File: config.mk
export PLATFORM = sky130hd
export DESIGN_NAME = fpe_flash_ctrl
export DESIGN_NICKNAME = d
export VERILOG_FILES = /design/src/fpe_pkg.sv /design/src/fpe_pin_sync.sv /design/src/fpe_blk_decode.sv /design/src/fpe_flash_ctrl.sv
export VERILOG_INCLUDE_DIRS = /design/src
export SDC_FILE = /design/constraint.sdc
export NUM_CORES = 1
export LEC_CHECK = 0
export BUFFER_PORTS_ARGS = -buffer_cell sky130_fd_sc_hd__buf_2
export CAP_MARGIN = 30
export CORE_MARGIN = 2
export CORE_UTILIZATION = 40
export CTS_CLUSTER_DIAMETER = 30
export CTS_CLUSTER_SIZE = 40
export DETAILED_ROUTE_END_ITERATION = 12
export PLACE_DENSITY_LB_ADDON = 0.08
export SLEW_MARGIN = 15
export SYNTH_ARGS = -nofsm -noshare
export SYNTH_HDL_FRONTEND = slang
export SYNTH_SLANG_ARGS = --single-unit
File: constraint.sdc
create_clock -name sys_clk -period 1.8 [get_ports sys_clk]
set_input_delay 0.45 -clock sys_clk [delete_from_list [all_inputs] [get_ports sys_clk]]
set_output_delay 0.45 -clock sys_clk [all_outputs]
set_load 0.01 [all_outputs]
File: src/fpe_cfg.svh
// register map, field positions, reset values and timing for the flash control block
// assumes inclusion by the package and the design modules
`ifndef FPE_CFG_SVH
`define FPE_CFG_SVH
`define FPE_ADDR_W 3
`define FPE_OFS_MODE 3'h0
`define FPE_OFS_STAT 3'h1
`define FPE_OFS_EBS 3'h2
`define FPE_OFS_PWR 3'h3
`define FPE_OFS_GATE 3'h4
`define FPE_OFS_IOCTL 3'h5
`define FPE_MODE_SWE 6
`define FPE_MODE_ESU 5
`define FPE_MODE_PSU 4
`define FPE_MODE_EV 3
`define FPE_MODE_PV 2
`define FPE_MODE_E 1
`define FPE_MODE_P 0
`define FPE_STAT_FLT 7
`define FPE_PWR_INH 7
`define FPE_GATE_EN 7
`define FPE_GATE_RSV 6
`define FPE_IOCTL_FAIL 0
`define FPE_MODE_WMASK 8'h7f
`define FPE_RST_BYTE 8'h00
`define FPE_PROG_UNIT_BYTES 128
`define FPE_PROG_ALIGN_MASK 17'h0007f
`define FPE_ADDR_BITS 17
`define FPE_WAIT_CYC 1'b1
`endif

File: src/fpe_pkg.sv
// types for the flash program and erase controller
// assumes fpe_cfg.svh is on the include path
`include "fpe_cfg.svh"
package fpe_pkg;
  typedef enum logic [4:0] {
    FPE_OP_IDLE = 5'h01,
    FPE_OP_PROG = 5'h02,
    FPE_OP_PVER = 5'h04,
    FPE_OP_ERAS = 5'h08,
    FPE_OP_EVER = 5'h10
  } fpe_op_t;
  typedef enum logic [1:0] {
    FPE_BUS_IDLE = 2'h1,
    FPE_BUS_RESP = 2'h2
  } fpe_bus_t;
endpackage

File: src/fpe_pin_sync.sv
// three-stage synchroniser for an outside level; change counted once stages one and two agree
// assumes sys_clk domain and active-low async reset
`timescale 1ns/1ps
module fpe_pin_sync (
  input wire logic sys_clk,
  input wire logic rst_n,
  input wire logic clk_en,
  input wire logic pin_in,
  output logic level_out
);
  typedef struct packed {
    logic [2:0] stg;
    logic lvl;
  } fpe_sync_st_t;
  fpe_sync_st_t st_reg;
  fpe_sync_st_t st_next;
  always_comb begin
    st_next = st_reg;
    if (clk_en) begin
      st_next.stg = {st_reg.stg[1:0], pin_in};
      // stage 0 feeds only stage 1
      if (st_reg.stg[1] == st_reg.stg[2]) begin
        st_next.lvl = st_reg.stg[2];
      end
    end
  end
  always_ff @(posedge sys_clk or negedge rst_n) begin
    if (!rst_n) begin
      st_reg <= '0;
    end else begin
      st_reg <= st_next;
    end
  end
  assign level_out = st_reg.lvl;
endmodule

File: src/fpe_blk_decode.sv
// maps the one-hot erase select to block base address and size in kbytes
// assumes a registered select that is zero or one-hot
`timescale 1ns/1ps
module fpe_blk_decode (
  input wire logic [7:0] blk_sel,
  output logic [16:0] blk_base,
  output logic [5:0] blk_kbytes,
  output logic blk_valid
);
  localparam logic [16:0] BASES [8] = '{17'h18000, 17'h10000, 17'h08000, 17'h01000,
                                         17'h00c00, 17'h00800, 17'h00400, 17'h00000};
  localparam logic [5:0] SIZES [8] = '{6'h20, 6'h20, 6'h20, 6'h1c, 6'h01, 6'h01, 6'h01, 6'h01};
  logic [16:0] base_v [9];
  logic [5:0] size_v [9];
  assign base_v[0] = 17'h00000;
  assign size_v[0] = 6'h00;
  // eight blocks: four 1k, one 28k, three 32k
  for (genvar i = 0; i < 8; i++) begin : g_blk
    assign base_v[i+1] = blk_sel[i] ? BASES[7-i] : base_v[i];
    assign size_v[i+1] = blk_sel[i] ? SIZES[7-i] : size_v[i];
  end
  assign blk_base = base_v[8];
  assign blk_kbytes = size_v[8];
  assign blk_valid = |blk_sel;
endmodule

File: src/fpe_flash_ctrl.sv
// flash program/erase control registers with Avalon-MM slave, block decode and power-down control
// assumes the cpu bus on sys_clk; subactive and op-fail come from outside and are synchronised
//
// The register addresses and the Avalon-MM register port were decided locally.
`timescale 1ns/1ps
`include "fpe_cfg.svh"
module fpe_flash_ctrl (
  input wire logic sys_clk,
  input wire logic rst_n,
  input wire logic clk_en,
  input wire logic [`FPE_ADDR_W-1:0] avs_address,
  input wire logic avs_read,
  input wire logic avs_write,
  input wire logic [31:0] avs_writedata,
  input wire logic [3:0] avs_byteenable,
  output logic [31:0] avs_readdata,
  output logic avs_waitrequest,
  input wire logic subactive_pin,
  input wire logic op_fail_pin,
  input wire logic [16:0] prog_addr,
  output logic prog_mode,
  output logic prog_verify_mode,
  output logic erase_mode,
  output logic erase_verify_mode,
  output logic fault_protect,
  output logic flash_power_down,
  output logic flash_read_ok,
  output logic [7:0] erase_blk_sel,
  output logic [16:0] erase_base,
  output logic [5:0] erase_kbytes,
  output logic prog_addr_ok
);
  typedef struct packed {
    fpe_pkg::fpe_bus_t bus;
    logic [31:0] rdata;
    logic [7:0] mode;
    logic flt;
    logic [7:0] ebs;
    logic inh;
    logic gate;
    logic gate_rsv;
    fpe_pkg::fpe_op_t op;
    logic pdn;
    logic [16:0] base;
    logic [5:0] kb;
    logic addr_ok;
  } fpe_state_t;
  fpe_state_t st_reg;
  fpe_state_t st_next;
  logic subact_s;
  logic fail_s;
  logic [16:0] dec_base;
  logic [5:0] dec_kb;
  logic [7:0] wbyte;
  logic [7:0] mode_w;
  logic [7:0] rbyte;
  logic acc;
  fpe_pin_sync u_sync_sub (
    .sys_clk(sys_clk),
    .rst_n(rst_n),
    .clk_en(clk_en),
    .pin_in(subactive_pin),
    .level_out(subact_s)
  );
  fpe_pin_sync u_sync_fail (
    .sys_clk(sys_clk),
    .rst_n(rst_n),
    .clk_en(clk_en),
    .pin_in(op_fail_pin),
    .level_out(fail_s)
  );
  fpe_blk_decode u_dec (
    .blk_sel(st_reg.ebs),
    .blk_base(dec_base),
    .blk_kbytes(dec_kb),
    .blk_valid()
  );
  always_comb begin
    st_next = st_reg;
    wbyte = avs_byteenable[0] ? avs_writedata[7:0] : `FPE_RST_BYTE;
    mode_w = st_reg.mode;
    rbyte = `FPE_RST_BYTE;
    acc = 1'b0;
    if (clk_en) begin
      case (st_reg.bus)
        fpe_pkg::FPE_BUS_IDLE: begin
          if (avs_read || avs_write) begin
            st_next.bus = fpe_pkg::FPE_BUS_RESP;
            // gated registers need the gate bit; the gate register itself is always open
            acc = st_reg.gate || (avs_address == `FPE_OFS_GATE);
            case (avs_address)
              `FPE_OFS_MODE: rbyte = st_reg.mode;
              `FPE_OFS_STAT: rbyte = {st_reg.flt, 7'h00};
              `FPE_OFS_EBS: rbyte = st_reg.ebs;
              `FPE_OFS_PWR: rbyte = {st_reg.inh, 7'h00};
              `FPE_OFS_GATE: rbyte = {st_reg.gate, st_reg.gate_rsv, 6'h00};
              default: rbyte = `FPE_RST_BYTE;
            endcase
            st_next.rdata = (avs_read && acc) ? {24'h000000, rbyte} : 32'h00000000;
            if (avs_write && acc && avs_byteenable[0]) begin
              case (avs_address)
                `FPE_OFS_MODE: begin
                  mode_w = wbyte & `FPE_MODE_WMASK;
                  if (!mode_w[`FPE_MODE_SWE]) begin
                    mode_w = `FPE_RST_BYTE;
                  end
                  // program and erase may not start from a setup-less or protected state
                  if (!st_reg.mode[`FPE_MODE_P] && !(mode_w[`FPE_MODE_PSU] && !st_reg.flt)) begin
                    mode_w[`FPE_MODE_P] = 1'b0;
                  end
                  if (!st_reg.mode[`FPE_MODE_E] && !(mode_w[`FPE_MODE_ESU] && !st_reg.flt)) begin
                    mode_w[`FPE_MODE_E] = 1'b0;
                  end
                  st_next.mode = mode_w;
                end
                `FPE_OFS_EBS: begin
                  if (st_reg.mode[`FPE_MODE_SWE]) begin
                    st_next.ebs = ($countones(wbyte) > 1) ? `FPE_RST_BYTE : wbyte;
                  end
                end
                `FPE_OFS_PWR: st_next.inh = wbyte[`FPE_PWR_INH];
                `FPE_OFS_GATE: begin
                  st_next.gate = wbyte[`FPE_GATE_EN];
                  st_next.gate_rsv = wbyte[`FPE_GATE_RSV];
                end
                default: st_next.gate = st_reg.gate; // status and unmapped writes ignored
              endcase
            end
          end
        end
        fpe_pkg::FPE_BUS_RESP: st_next.bus = fpe_pkg::FPE_BUS_IDLE;
        default: st_next.bus = fpe_pkg::FPE_BUS_IDLE;
      endcase
      if (!st_next.mode[`FPE_MODE_SWE]) begin
        st_next.ebs = `FPE_RST_BYTE;
      end
      // fault sticks until reset; set wins over any clear
      if (fail_s && (st_reg.mode[`FPE_MODE_P] || st_reg.mode[`FPE_MODE_E])) begin
        st_next.flt = 1'b1;
      end
      if (st_next.flt) begin
        st_next.mode[`FPE_MODE_P] = 1'b0;
        st_next.mode[`FPE_MODE_E] = 1'b0;
      end
      // priority keeps one operation at a time
      if (st_next.mode[`FPE_MODE_P]) begin
        st_next.op = fpe_pkg::FPE_OP_PROG;
      end else if (st_next.mode[`FPE_MODE_E]) begin
        st_next.op = fpe_pkg::FPE_OP_ERAS;
      end else if (st_next.mode[`FPE_MODE_PV]) begin
        st_next.op = fpe_pkg::FPE_OP_PVER;
      end else if (st_next.mode[`FPE_MODE_EV]) begin
        st_next.op = fpe_pkg::FPE_OP_EVER;
      end else begin
        st_next.op = fpe_pkg::FPE_OP_IDLE;
      end
      st_next.pdn = subact_s && !st_reg.inh;
      st_next.base = dec_base;
      st_next.kb = dec_kb;
      st_next.addr_ok = (prog_addr & `FPE_PROG_ALIGN_MASK) == 17'h00000;
    end
  end
  always_ff @(posedge sys_clk or negedge rst_n) begin
    if (!rst_n) begin
      st_reg <= '0;
      st_reg.bus <= fpe_pkg::FPE_BUS_IDLE;
      st_reg.op <= fpe_pkg::FPE_OP_IDLE;
    end else begin
      st_reg <= st_next;
    end
  end
  assign avs_readdata = st_reg.rdata;
  // waitrequest is high except in the answer cycle
  assign avs_waitrequest = (st_reg.bus != fpe_pkg::FPE_BUS_RESP);
  assign prog_mode = st_reg.op == fpe_pkg::FPE_OP_PROG;
  assign prog_verify_mode = st_reg.op == fpe_pkg::FPE_OP_PVER;
  assign erase_mode = st_reg.op == fpe_pkg::FPE_OP_ERAS;
  assign erase_verify_mode = st_reg.op == fpe_pkg::FPE_OP_EVER;
  assign fault_protect = st_reg.flt;
  assign flash_power_down = st_reg.pdn;
  // reading stays allowed in power-down; only program/erase stop it
  assign flash_read_ok = (st_reg.op != fpe_pkg::FPE_OP_PROG) && (st_reg.op != fpe_pkg::FPE_OP_ERAS);
  assign erase_blk_sel = st_reg.ebs;
  assign erase_base = st_reg.base;
  assign erase_kbytes = st_reg.kb;
  assign prog_addr_ok = st_reg.addr_ok;

  a_ebs_onehot: assert property (@(posedge sys_clk) disable iff (!rst_n) $countones(st_reg.ebs) <= 1)
    else $error("erase select not one-hot");
  a_ebs_swe: assert property (@(posedge sys_clk) disable iff (!rst_n)
    !st_reg.mode[`FPE_MODE_SWE] |-> st_reg.ebs == 8'h00)
    else $error("erase select set with write disabled");
  a_prog_needs_setup: assert property (@(posedge sys_clk) disable iff (!rst_n)
    $rose(st_reg.mode[`FPE_MODE_P]) |-> st_reg.mode[`FPE_MODE_SWE] && st_reg.mode[`FPE_MODE_PSU])
    else $error("program entered without setup");
  a_erase_needs_setup: assert property (@(posedge sys_clk) disable iff (!rst_n)
    $rose(st_reg.mode[`FPE_MODE_E]) |-> st_reg.mode[`FPE_MODE_SWE] && st_reg.mode[`FPE_MODE_ESU])
    else $error("erase entered without setup");
  a_fault_blocks: assert property (@(posedge sys_clk) disable iff (!rst_n)
    st_reg.flt |-> !prog_mode && !erase_mode)
    else $error("operation active under protection");
  a_fault_sticky: assert property (@(posedge sys_clk) disable iff (!rst_n)
    $past(st_reg.flt) |-> st_reg.flt)
    else $error("fault flag cleared without reset");
  a_pv_mode: assert property (@(posedge sys_clk) disable iff (!rst_n)
    clk_en && st_next.mode[`FPE_MODE_PV] && !st_next.mode[`FPE_MODE_P] && !st_next.mode[`FPE_MODE_E]
    |=> prog_verify_mode)
    else $error("verify bit not reflected");
  a_one_op: assert property (@(posedge sys_clk) disable iff (!rst_n) $onehot(st_reg.op))
    else $error("operation not one-hot");
  a_power_down: assert property (@(posedge sys_clk) disable iff (!rst_n)
    clk_en && subact_s && !st_reg.inh |=> flash_power_down)
    else $error("power-down not entered");
  a_bus_answer: assert property (@(posedge sys_clk) disable iff (!rst_n)
    !avs_waitrequest |=> avs_waitrequest)
    else $error("answer longer than one cycle");
  c_prog: cover property (@(posedge sys_clk) disable iff (!rst_n) $rose(prog_mode));
  c_erase: cover property (@(posedge sys_clk) disable iff (!rst_n) $rose(erase_mode));
  c_fault: cover property (@(posedge sys_clk) disable iff (!rst_n) $rose(fault_protect));
  c_pdn: cover property (@(posedge sys_clk) disable iff (!rst_n) $rose(flash_power_down));
endmodule

### Yosys cells after proc, flatten, opt, wreduce, memory -nomap -nowiden

Cells that the tools add are included.

* add/sub/neg operators: 7
* $lt $le $gt $ge: 1
* equality and inequality tests: 24
* mux-type cells: 50
* reduce and logical (&&, ||, !) cells: 29

Operators by type and width (number)
* $mux 8: 13
* $mux 17: 6
* $mux 40: 2
* $mux 11: 4
* $mux 42: 1
* $mux 6: 7
* $pmux 8 s5: 1
* $mux 5: 4
* $logic_not 17->1: 1
* $reduce_and 5->1: 3
* $ne 2x2->1 const B: 6
* $logic_and 1x1->1: 10
* $ne 2x1->1 const B: 5
* $add 1x1->2: 4
* $mux 1: 8
* $mux 7: 1
* $add 2x2->3: 2
* $eq 3x2->1 const B: 2
* $logic_not 1->1: 6
* $mux 2: 3
* $reduce_and 2->1: 3
* $reduce_and 6->1: 1
* $eq 5x2->1 const B: 1
* $eq 5x3->1 const B: 1
* 13 further kinds: 16

* bits in registers: 92
* input bits: 63
* output and inout port bits: 72
* word-level logic and storage cells: 129

### Longest topological paths before layout

Gate-level depths: netlist of run 1.

* word-level depth: 21
* depth in mapped cells: 15
* gate-level depth less buffers: 13

### By module

A second synthesis of run 1 with hierarchy kept.

* cell total of the unflattened synthesis: 378
* area total of the unflattened synthesis: 3902.5 µm²

By module, submodules not included
* fpe_flash_ctrl: instances 1, cells an instance 326, area an instance 3374.5 µm², sequential area each 1453.9 µm²
* fpe_pin_sync: instances 2, cells an instance 10, area an instance 156.4 µm², sequential area each 100.1 µm²
* fpe_blk_decode: instances 1, cells an instance 32, area an instance 215.2 µm², sequential area each 0.0 µm²

### Least setup slack after synthesis of run 1

Ideal clock, no wire load.

* path kind: input -> register
* start: in avs_byteenable[0]
* end: reg st_reg, in the netlist erase_blk_sel[7]
* setup time: 0.064 ns
* data arrival time: 3.842 ns
* required time: 1.736 ns
* slack: -2.106 ns
* stages: 15
* path buffers: 2
* cell sequence: clkbuf_1 > nand2_1 > fa_1 > fa_1 > fa_1 > inv_1 > ha_1 > inv_1 > fa_1 > nor2b_1 > a21oi_1 > or4_1 > buf_2 > nor2_1 > mux2_4

* longest elaborated chain between the ends: 14
* elaborated cells between the ends (all ways): 34
* those cells by class: add/sub (7); order compare (1); eq/ne (5); mux (19); reduce/logical (2)

Ends and longest elaborated chain
* from (decl): RTL line fpe_flash_ctrl.sv:15 `input wire logic [3:0] avs_byteenable,`
* parallel branches: the longest is 14 deep, another holds $add 3x3->4
* to (signal assigned): RTL line fpe_flash_ctrl.sv:169 `st_reg <= st_next;`
* to (decl): RTL line fpe_flash_ctrl.sv:48 `fpe_state_t st_reg;`

Parallel ways; which one is timed is not known. The select of a mux whose other input is x is not followed.
A chain may end at the register's enable or synchronous reset.

### Worst setup path in the final report of run 1

* start: in avs_writedata[1]
* end: reg st_reg, in the netlist erase_blk_sel[0]

* longest elaborated chain between the ends: 12

Ends and longest elaborated chain
* from (decl): RTL line fpe_flash_ctrl.sv:14 `input wire logic [31:0] avs_writedata,`
* $mux 8 (no line)
* $add 1x1->2 (implied by the code): RTL line fpe_flash_ctrl.sv:118 `` st_next.ebs = ($countones(wbyte) > 1) ? `FPE_RST_BYTE : wbyte; ``
* $add 2x2->3 (implied by the code): RTL line fpe_flash_ctrl.sv:118
* $add 3x3->4 (implied by the code): RTL line fpe_flash_ctrl.sv:118
* $gt 4x1->1: RTL line fpe_flash_ctrl.sv:118
* $mux 8: RTL line fpe_flash_ctrl.sv:118
* $mux 8: RTL line fpe_flash_ctrl.sv:117 `` if (st_reg.mode[`FPE_MODE_SWE]) begin ``
* $mux 8: RTL line fpe_flash_ctrl.sv:101 `case (avs_address)`
* $mux 11: RTL line fpe_flash_ctrl.sv:100 `if (avs_write && acc && avs_byteenable[0]) begin`
* $mux 11: RTL line fpe_flash_ctrl.sv:87 `if (avs_read || avs_write) begin`
* $mux 11: RTL line fpe_flash_ctrl.sv:85 `case (st_reg.bus)`
* $mux 8: RTL line fpe_flash_ctrl.sv:134 `` if (!st_next.mode[`FPE_MODE_SWE]) begin ``

Every way passes these cells. The select of a mux whose other input is x is not followed.

==> results.toml, run 1 <==
[status]
status = "finished with violations"
violations = "negative setup slack"

[cells_and_area]
largest_reg_flops = 16
multi_input_area_sq_um = 1590
num-nets-final = 480
seq_area_sq_um = 1250
diodes = 0
area_growth_pct = 20.3
drive_gt1_share_pct = 41.4
fill_cells = 761

[grt]
grt_pass1_wl_um = 11400
gr-usage-all-layers_pct = 16.7
grt_overflow = 0
grt_pass1_vias = 2320
antenna_found_initial = 0
grt_max_degree = 51

[power]
p_per_area_nw_per_um2 = 660
peakVddDrop_v = 0.000311
totalPowerFinal_mw = 2.55
p_leak_nw = 1.92

[cts]
htree_levels = 2
cts.root.buffer_cell = "clkbuf_8"
cts_tree = "done"
cts.sinks = 50
clock_path_buffers = 2
hold_buffers = 0
clock_latency_ns = 0.30
clkTransAtPathRegs_ns = 0.09
cts_buffers = 5

[placement]
pre_cts_ws_ns = -2.21
io_buffers = 60
dp_hpwl_um = 5340
gp_congestion = 0.807

[flow_run]
drv_cap = 0

[critical_path]
cp_max_fo = 8
max_stage_delay_ns = 0.57
crit_chain = "buf_4 -> nand2_2 -> fa_1 -> fa_1 -> fa_1 -> inv_2 -> ha_4 -> inv_2 -> fa_2 -> o211ai_1 -> or4_4 -> nor2_2 -> mux2_4"
start_kind = "input port"
arrival_ns = 3.74
crit_required_ns = 2.04
slowest_stage = "fa_1"
critPathKind = "input port to flip-flop"
crit_path_frequent_cell = "fa_1"
cp-end-kind = "flip-flop"

[routing]
drcViolationCount = 0
final_antenna_net_count = 0
vias_per_cell = 4.65
drt_pass1_iterations = 4
initialDrtViolationCount = 52
post_drt_wl_per_cell_um = 13.7
routed_wl_um = 7040
vias = 2387

[sta]
whs_ns = 0.120
clock_skew_ns = 0.00348
finalSetupViolCount = 11
fin_crit_sh_pct = 194
drv_slew = 0
setup_ws_ns = -1.69
rsz0062_at_grt = "yes"
fmax_ghz = 0.286
finalCriticalPeriod_ns = 3.49
finalHoldViolations = 0

[logic_synthesis]
ys_warn_count = 0
synthAdderAreaFrac_pct = 3.67
synth_cell_type_count = 46
synth_xor_xnor_area_share_pct = 0
synth-main-ff-cell = "dfrtp_1"
synth_mux_area_share_pct = 11.4
synth_top_family_by_area = "buffers and inverters"
synth_edf_count = 0
seq_area_frac_synth_pct = 39.1
ys_ff_latch = 50
synth_compound_area_share_pct = 10.1
synth_cells = 336
synthSimpleGateAreaFrac_pct = 16.1
synth.cell_area_sq_um = 3200
avgSynthCellArea_sq_um = 9.54
synth_async_sr_flop_share_pct = 100

[floorplan]
die_w_um = 93.5
start_util_pct = 41.5
core.rowCount = 32
dieArea_sq_um = 8740
core_sq_um = 7730
dieHeight_um = 93.5
ios = 135

[worst_hold_path]
min_path_type = "input port to async pin"
-- path summary, 6_finish.rpt --
| kind | start | endpoint | slack (ns) | depth (start not counted) |
|---|---|---|---|---|
| setup / recovery | avs_writedata[1] | erase_blk_sel[0]$_DFFE_PN0P_ | -1.69 | 13 |
| hold / removal | rst_n | avs_readdata[5]$_DFFE_PN0P_ | 0.12 | 2 |
| setup reg to reg | st_reg[82]$_DFFE_PN1P_ | erase_blk_sel[6]$_DFFE_PN0P_ | -0.05 | 7 |
| hold reg to reg | avs_readdata[6]$_DFFE_PN0P_ | avs_readdata[6]$_DFFE_PN0P_ | 0.48 | 2 |
| max in group asynchronous | rst_n | st_reg[25]$_DFFE_PN1P_ | 1.37 | 2 |
| min in group sys_clk | op_fail_pin | u_sync_fail.st_reg[1]$_DFFE_PN0P_ | 0.38 | 2 |
-- cells in the mapped netlist (all sizes together) (3+ instances only) --
cell type | number | area (sq um)
buf | 69 | 522
dfrtp | 48 | 1200
nand2 | 27 | 101
nor2 | 24 | 90.1
inv | 21 | 78.8
mux2 | 21 | 267
o21ai | 19 | 98.9
a21oi | 13 | 65.1
mux2i | 10 | 100
nor2b | 10 | 62.6
nand3 | 7 | 35.0
clkbuf | 6 | 22.5
and3 | 5 | 31.3
nor3 | 5 | 30.0
a31o | 4 | 35.0
fa | 4 | 80.1
nand2b | 4 | 25.0
nand3b | 4 | 30.0
o211ai | 4 | 30.0
o22ai | 4 | 25.0
and2 | 3 | 18.8
ha | 3 | 37.5
-- per-layer routing --
layer	share of wire [%]	vias up	track usage (%)
met1	47	1124	22.6
li1	-	1185	-
met3	4.3	6	2.74
met2	48	72	27.8
met5	0	-	0
met4	1.1	0	4.41
-- power breakdown --
part | internal, mW | total (mW) | switching, mW | leakage [nW]
logic | 0.249 | 0.535 | 0.286 | 1.20
clock network | 0.416 | 0.779 | 0.363 | 0.0524
registers | 1.19 | 1.23 | 0.0415 | 0.664
total | 1.86 | 2.55 | 0.690 | 1.92
-- cell usage in the layout, fill, tap and decap left out, types with 2 or more instances in the layout --
cell type	synthesis	layout
buf_4	63	44
and3_1	5	4
nand3b_1	4	4
o21ai_1	0	8
o211ai_1	4	4
a31o_2	4	4
and2_1	3	2
nor2_2	0	7
ha_1	3	2
nor3b_4	1	2
buf_2	3	56
conb_1	1	37
nand2_1	27	24
nand2b_1	4	4
a21oi_1	13	13
inv_2	0	3
inv_1	21	18
mux2i_1	10	9
dfstp_2	2	2
nand2_2	0	2
mux2_2	13	13
nor4_1	2	2
clkbuf_1	6	2
nor2b_1	10	9
dfrtp_1	48	48
o22ai_1	4	4
buf_12	0	3
nand3_1	7	7
fa_1	4	3
o21ai_0	18	10
nor2_1	24	16
mux2_4	8	8
nor3_1	4	3
buf_6	3	3
clkbuf_8	0	5
-- final cells by class --
cell class,instances,share of cell area [%]
Clock buffer,7,1.98
Multi-Input combinational cell,226,41.1
Sequential cell,50,32.5
Timing Repair Buffer,106,18.3
Inverter,21,2.04
Tap cell,102,3.31
Clock inverter,1,0.779
-- logic make-up after synthesis --
| family | Yosys count |
|---|---|
| simple gates | 99 |
| buf+inv | 96 |
| compound gates | 52 |
| flops | 50 |
| mux | 31 |
| fa+ha+maj | 7 |
| other cells | 1 |
-- worst max-delay path, delay by kind of cell --
kind / cells / cell delay, ns
buf+inv: 3 / 0.21
mux: 1 / 0.13
simple gates: 3 / 0.73
compound gates: 1 / 0.08
fa+ha+maj: 5 / 2.12
-- metrics by stage --
stage | cell area, sq um | TNS [ns] | utilization [%] | std cells
after floorplan | 3380 | -15.24 | - | 372
after global routing | 3860 | -14.67 | 49.9 | 513
after CTS | 3760 | -14.02 | 48.6 | 510
after detailed placement | 3560 | -19.85 | 46.1 | 499
after global placement | 3560 | -19.28 | 46.1 | 499
final | 3860 | -13.69 | 49.9 | 513
-- repair_timing --
item | 4_1_cts | 5_1_grt
resized for setup | 18 | 27
gates cloned | 0 | 0
setup endpoints to repair | 15 | 30
setup buffers | 3 | 3
pin swaps | 9 | 9
No activity file was read; power rests on OpenSTA's default activity.
==> inputs of run 2 (changes only) <==
CTS_CLUSTER_DIAMETER = 120   (was 30)
clock period = 4.4 ns   (was 1.8 ns; I/O delays follow)
==> run 2 against run 1 <==
- the flow now finishes without violations
- clock skew rose by 0.0026 ns
- critical path depth rose by 1
- cell area fell by 11%
- cell count fell by 6.4%
- first-iteration DRC count rose by 35%
- utilization fell by 5.6 points
- sequential power fell by 59%
- routed wire length fell by 7.5%
- clock-buffer cell count fell by 1
==> results.toml, run 2 (synthesis results as in run 1) <==
[status]
status = "finished, final reports clean"

[routing]
drcViolationCount = 0
post_drt_wl_per_cell_um = 13.6
initialDrtViolationCount = 70
route.met3.wl_um = 377
drt_pass1_iterations = 4
routed-wl-met2_um = 3000
vias = 2284
top_layer_used = "met4"
final_antenna_net_count = 0
vias_per_cell = 4.76
routed_wl_um = 6520
wl_met1_um = 3050

[cells_and_area]
num-nets-final = 447
area_growth_pct = 6.79
final_common_cell = "buf_2"
fill_cells = 786
largest_reg_flops = 16
drive_gt1_share_pct = 30.7
fin_util_pct = 44.3
final_cell_mix = "60 x buf_2, 48 x dfrtp_1, 37 x conb_1"
diodes = 0
fin_area_sq_um = 3420

[critical_path]
crit_path_frequent_cell = "fa_1"
crit_family = "adder cells"
critical_path_cell_count = 14
crit_required_ns = 4.65
cp-end-kind = "flip-flop"
max_stage_delay_ns = 0.55
start_kind = "input port"
slowest_stage = "or4_4"
cp_max_fo = 8
arrival_ns = 4.45
crit_buf_inv = 3
r2r-end = "erase_blk_sel[6]$_DFFE_PN0P_"
worstReg2RegStart = "st_reg[82]$_DFFE_PN1P_"
critPathKind = "input port to flip-flop"
reg2reg_depth = 5
r2r_slack_ns = 2.09
crit_chain = "buf_2 -> nand2_1 -> fa_1 -> fa_1 -> fa_1 -> inv_1 -> ha_1 -> inv_1 -> fa_1 -> nor2b_1 -> a21oi_1 -> or4_4 -> nor2_1 -> mux2_4"

[cts]
cts.sinks = 50
clock_latency_ns = 0.30
post_cts_buffers = 0
htree_levels = 2
cts.root.buffer_cell = "clkbuf_8"
clock_path_buffers = 2
cts_buffers = 5
clkTransAtPathRegs_ns = 0.09
cts_tree = "done"

[placement]
pre_cts_ws_ns = -0.263
gp_congestion = 0.799
dp_hpwl_um = 4950
io_buffers = 60
placed_area_sq_um = 3320

[power]
p_per_area_nw_per_um2 = 281
peakVddDrop_v = 0.000157
p_int_mw = 0.682
comb_power_share_pct = 17.6
p_sw_mw = 0.278
p_clk_share_pct = 29.6
p_seq_share_pct = 52.8
netSwitchingFraction_pct = 28.9
p_leak_nw = 1.72

[sta]
slew_headroom_pct = 56.2
setup_ws_ns = 0.200
clock_skew_ns = 0.00608
tightest_slew_ns = 0.656
finalSetupViolCount = 0
drv_slew = 0
finalCriticalPeriod_ns = 4.20
rsz0062_at_grt = "no"
finalHoldViolations = 0
fin_crit_sh_pct = 95.4
fmax_ghz = 0.238

[floorplan]
start_util_pct = 41.5
dieArea_sq_um = 8740
die_w_um = 93.5
core_sq_um = 7730
dieHeight_um = 93.5
core.rowCount = 32
ios = 135

[grt]
grt_pass1_wl_um = 10800
grt_pass1_vias = 2199
antenna_found_initial = 0
gr-usage-all-layers_pct = 16.0
grt_max_degree = 51
grt_overflow = 0

[worst_hold_path]
min_from = "avs_readdata[7]$_DFFE_PN0P_"
min_path_type = "flip-flop to flip-flop"
hold_end = "avs_readdata[7]$_DFFE_PN0P_"
min_path_cells = 2

[flow_run]
drv_cap = 0
run 2: cell count changes in the layout (fill, tap and decap cells not counted), moves of 4 or more:
cell / delta
buf_2: +4
nor2_2: -7
o21ai_1: -8
o21ai_0: +8
buf_4: -32
nor2_1: +8
run 2: repair_timing:
action,CTS,global route
resized for setup,0,1
hold buffers,0,0
hold endpoints to repair,0,0
endpoints found under the setup margin,0,8
run 2: tightest hold or removal path: stages (launching register included):
cell	delay, ns
dfrtp_1	0.35
nand2_1	0.04
o21ai_0	0.05
run 2: area by class of cell:
cell class | instances | area [sq um] | share of cell area, %
clock buffers | 6 | 82.6 | 2.41
clock inverters | 2 | 12.5 | 0.366
inverters | 21 | 78.8 | 2.30
multi-input cells | 226 | 1470 | 42.9
flip-flops and latches | 50 | 1250 | 36.6
well taps | 102 | 128 | 3.73
repair buffers | 73 | 398 | 11.6
run 2: power groups by stage:
stage	Combinational [mW]	Sequential, mW	Clock (mW)
finish	0.169	0.507	0.284
global route	0.193	0.511	0.318
global placement	0.166	0.515	0
floorplan	0.140	0.511	0
detailed placement	0.169	0.516	0
CTS	0.169	0.507	0.300
run 2: metrics by stage:
step	total power, mW	TNS (ns)	std cells	hold WS (ns)
final	0.960	0	480	0.476
after floorplan	0.651	0	372	0.444
after global routing	1.02	0	480	0.523
after CTS	0.976	0	479	0.487
after global placement	0.682	-1.95	471	0.458
after detailed placement	0.685	-1.92	471	0.466
run 2: routing by layer:
metal | track usage, % | vias to the layer above
li1 | - | 1111
met1 | 22.4 | 1094
met2 | 25.4 | 74
met3 | 2.66 | 5
met4 | 4.90 | 0
met5 | 0 | -
run 2: worst max path at each step:
stage | startpoint | end | slack [ns]
final | avs_byteenable[0] | erase_blk_sel[0]$_DFFE_PN0P_ | 0.20
after global routing | avs_byteenable[0] | erase_blk_sel[0]$_DFFE_PN0P_ | 0.004
after CTS | avs_byteenable[0] | erase_blk_sel[0]$_DFFE_PN0P_ | 0.05
after detailed placement | avs_byteenable[0] | erase_blk_sel[0]$_DFFE_PN0P_ | -0.26
after global placement | avs_byteenable[0] | erase_blk_sel[0]$_DFFE_PN0P_ | -0.26
after floorplan | avs_byteenable[0] | erase_blk_sel[7]$_DFFE_PN0P_ | 0.003
==> inputs of run 3 (changes only) <==
RECOVER_POWER = 100   (was unset)
==> run 3 against run 2 <==
- the run now ends with max-capacitance violations, max-slew violations left
- clock power is essentially flat
- utilization shrank 0.87 points
- routed wire length grew 1.4%
- flip-flop and latch count is the same
- register-to-register slack lost 0.05 ns
- non-clock buffer count is the same
- worst hold slack gained 0.0060 ns
- power shrank 0.52%
- critical endpoint unchanged
==> results.toml, run 3 (synthesis results as in run 1) <==
[grt]
grt_max_degree = 51
grt_overflow = 0
grt_pass1_vias = 2199
grt_pass1_wl_um = 10800
antenna_found_initial = 0
gr-usage-all-layers_pct = 16.0

[routing]
final_antenna_net_count = 0
vias = 2277
vias_per_cell = 4.74
routed_wl_um = 6610
drt_pass1_iterations = 4
initialDrtViolationCount = 64
drcViolationCount = 0
post_drt_wl_per_cell_um = 13.8

[cts]
cts_buffers = 5
cts.sinks = 50
clock_latency_ns = 0.31
cts.root.buffer_cell = "clkbuf_8"
clock_path_buffers = 2
clkTransAtPathRegs_ns = 0.09
htree_levels = 2
cts_tree = "done"

[placement]
dp.cells = 471
pre_cts_ws_ns = -0.263
gp_congestion = 0.799
io_buffers = 60
dp_hpwl_um = 4950

[floorplan]
dieArea_sq_um = 8740
start_util_pct = 41.5
die_w_um = 93.5
core.rowCount = 32
dieHeight_um = 93.5
core_sq_um = 7730
ios = 135

[power]
netSwitchingFraction_pct = 29.0
peakVddDrop_v = 0.000158
p_clk_share_pct = 29.8
p_int_mw = 0.678
p_seq_share_pct = 52.9
p_leak_nw = 1.55
comb_power_share_pct = 17.3
p_sw_mw = 0.277
p_per_area_nw_per_um2 = 285

[cells_and_area]
final_cell_mix = "48 x dfrtp_1, 40 x clkbuf_1, 37 x conb_1"
diodes = 0
drive_gt1_share_pct = 19.3
final_cells = 480
fin_util_pct = 43.4
area_growth_pct = 4.69
num-nets-final = 447
largest_reg_flops = 16
final_common_cell = "dfrtp_1"

[critical_path]
r2r_slack_ns = 2.04
critPathKind = "input port to flip-flop"
cp-end-kind = "flip-flop"
reg2reg_depth = 5
worstReg2RegStart = "st_reg[82]$_DFFE_PN1P_"
crit_required_ns = 4.65
r2r-end = "erase_blk_sel[2]$_DFFE_PN0P_"
cp_max_fo = 8
start_kind = "input port"
arrival_ns = 4.45

[worst_hold_path]
min_from = "avs_readdata[7]$_DFFE_PN0P_"
hold_end = "avs_readdata[7]$_DFFE_PN0P_"
min_path_cells = 2
min_path_type = "flip-flop to flip-flop"

[sta]
tightest_slew_ns = 2.75
setup_ws_ns = 0.204
rsz0062_at_grt = "no"
finalSetupViolCount = 0
clock_skew_ns = 0.00511
finalHoldViolations = 0
drv_slew = 51
fin_crit_sh_pct = 95.4
fmax_ghz = 0.238
slew_headroom_pct = -83.6
finalCriticalPeriod_ns = 4.20

[flow_run]
drv_cap = 1

[status]
violations = "max-capacitance violations, max-slew violations"
status = "finished with violations"
[run 3: cell types whose count changed in the layout (fill, tap and decap cells not counted), sizes merged]
cell    change
clkbuf     +39
buf        -39
[run 3: how the worst max path moves through the flow]
stage	start	to	slack, ns
2_1_floorplan	avs_byteenable[0]	erase_blk_sel[7]$_DFFE_PN0P_	0.003
3_5_place_dp	avs_byteenable[0]	erase_blk_sel[0]$_DFFE_PN0P_	-0.26
4_1_cts	avs_byteenable[0]	erase_blk_sel[0]$_DFFE_PN0P_	0.05
3_3_place_gp	avs_byteenable[0]	erase_blk_sel[0]$_DFFE_PN0P_	-0.26
6_report	avs_byteenable[0]	erase_blk_sel[0]$_DFFE_PN0P_	0.20
5_1_grt	avs_byteenable[0]	erase_blk_sel[0]$_DFFE_PN0P_	0.002
[run 3: routing by layer]
| metal | global-route usage (%) | wire [um] |
|---|---|---|
| met2 | 25.4 | 3060 |
| met5 | 0 | 0 |
| met3 | 2.66 | 354 |
| met4 | 4.90 | 91 |
| met1 | 22.4 | 3100 |
[run 3: power groups by stage]
stage	clock [mW]	sequential, mW	combinational [mW]
floorplan	0	0.511	0.140
global placement	0	0.515	0.166
detailed placement	0	0.516	0.169
CTS	0.300	0.507	0.169
global route	0.318	0.510	0.189
finish	0.284	0.506	0.165
[run 3: area by class of cell]
cell class                      count  area (sq um)
Inverter                           21          78.8
Multi-Input combinational cell    226          1460
Clock buffer                        6          82.6
Fill cell                         807          4370
Clock inverter                      2          12.5
Timing Repair Buffer               73           338
Sequential cell                    50          1250
Tap cell                          102           128
[run 3: stage by stage]
step | TNS, ns | cell area [sq um] | total power, mW | hold WS, ns
after floorplan | 0 | 3350 | 0.651 | 0.444
after global placement | -1.95 | 3320 | 0.682 | 0.458
after detailed placement | -1.92 | 3320 | 0.685 | 0.466
after CTS | 0 | 3410 | 0.976 | 0.487
after global routing | 0 | 3350 | 1.02 | 0.528
final | 0 | 3350 | 0.955 | 0.482
[run 3: critical path: stages]
cell and delay, ns:
buf_2 0.14, nand2_1 0.10, fa_1 0.50, fa_1 0.52, fa_1 0.41, inv_1 0.06
ha_1 0.16, inv_1 0.05, fa_1 0.37, nor2b_1 0.12, a21oi_1 0.09, or4_4 0.55
nor2_1 0.14, mux2_4 0.15
[run 3: timing repair]
action                                  CTS  global route
buffers inserted                          0             0
hold buffers                              0             0
endpoints found under the setup margin    0             8
gates resized for setup                   0             1
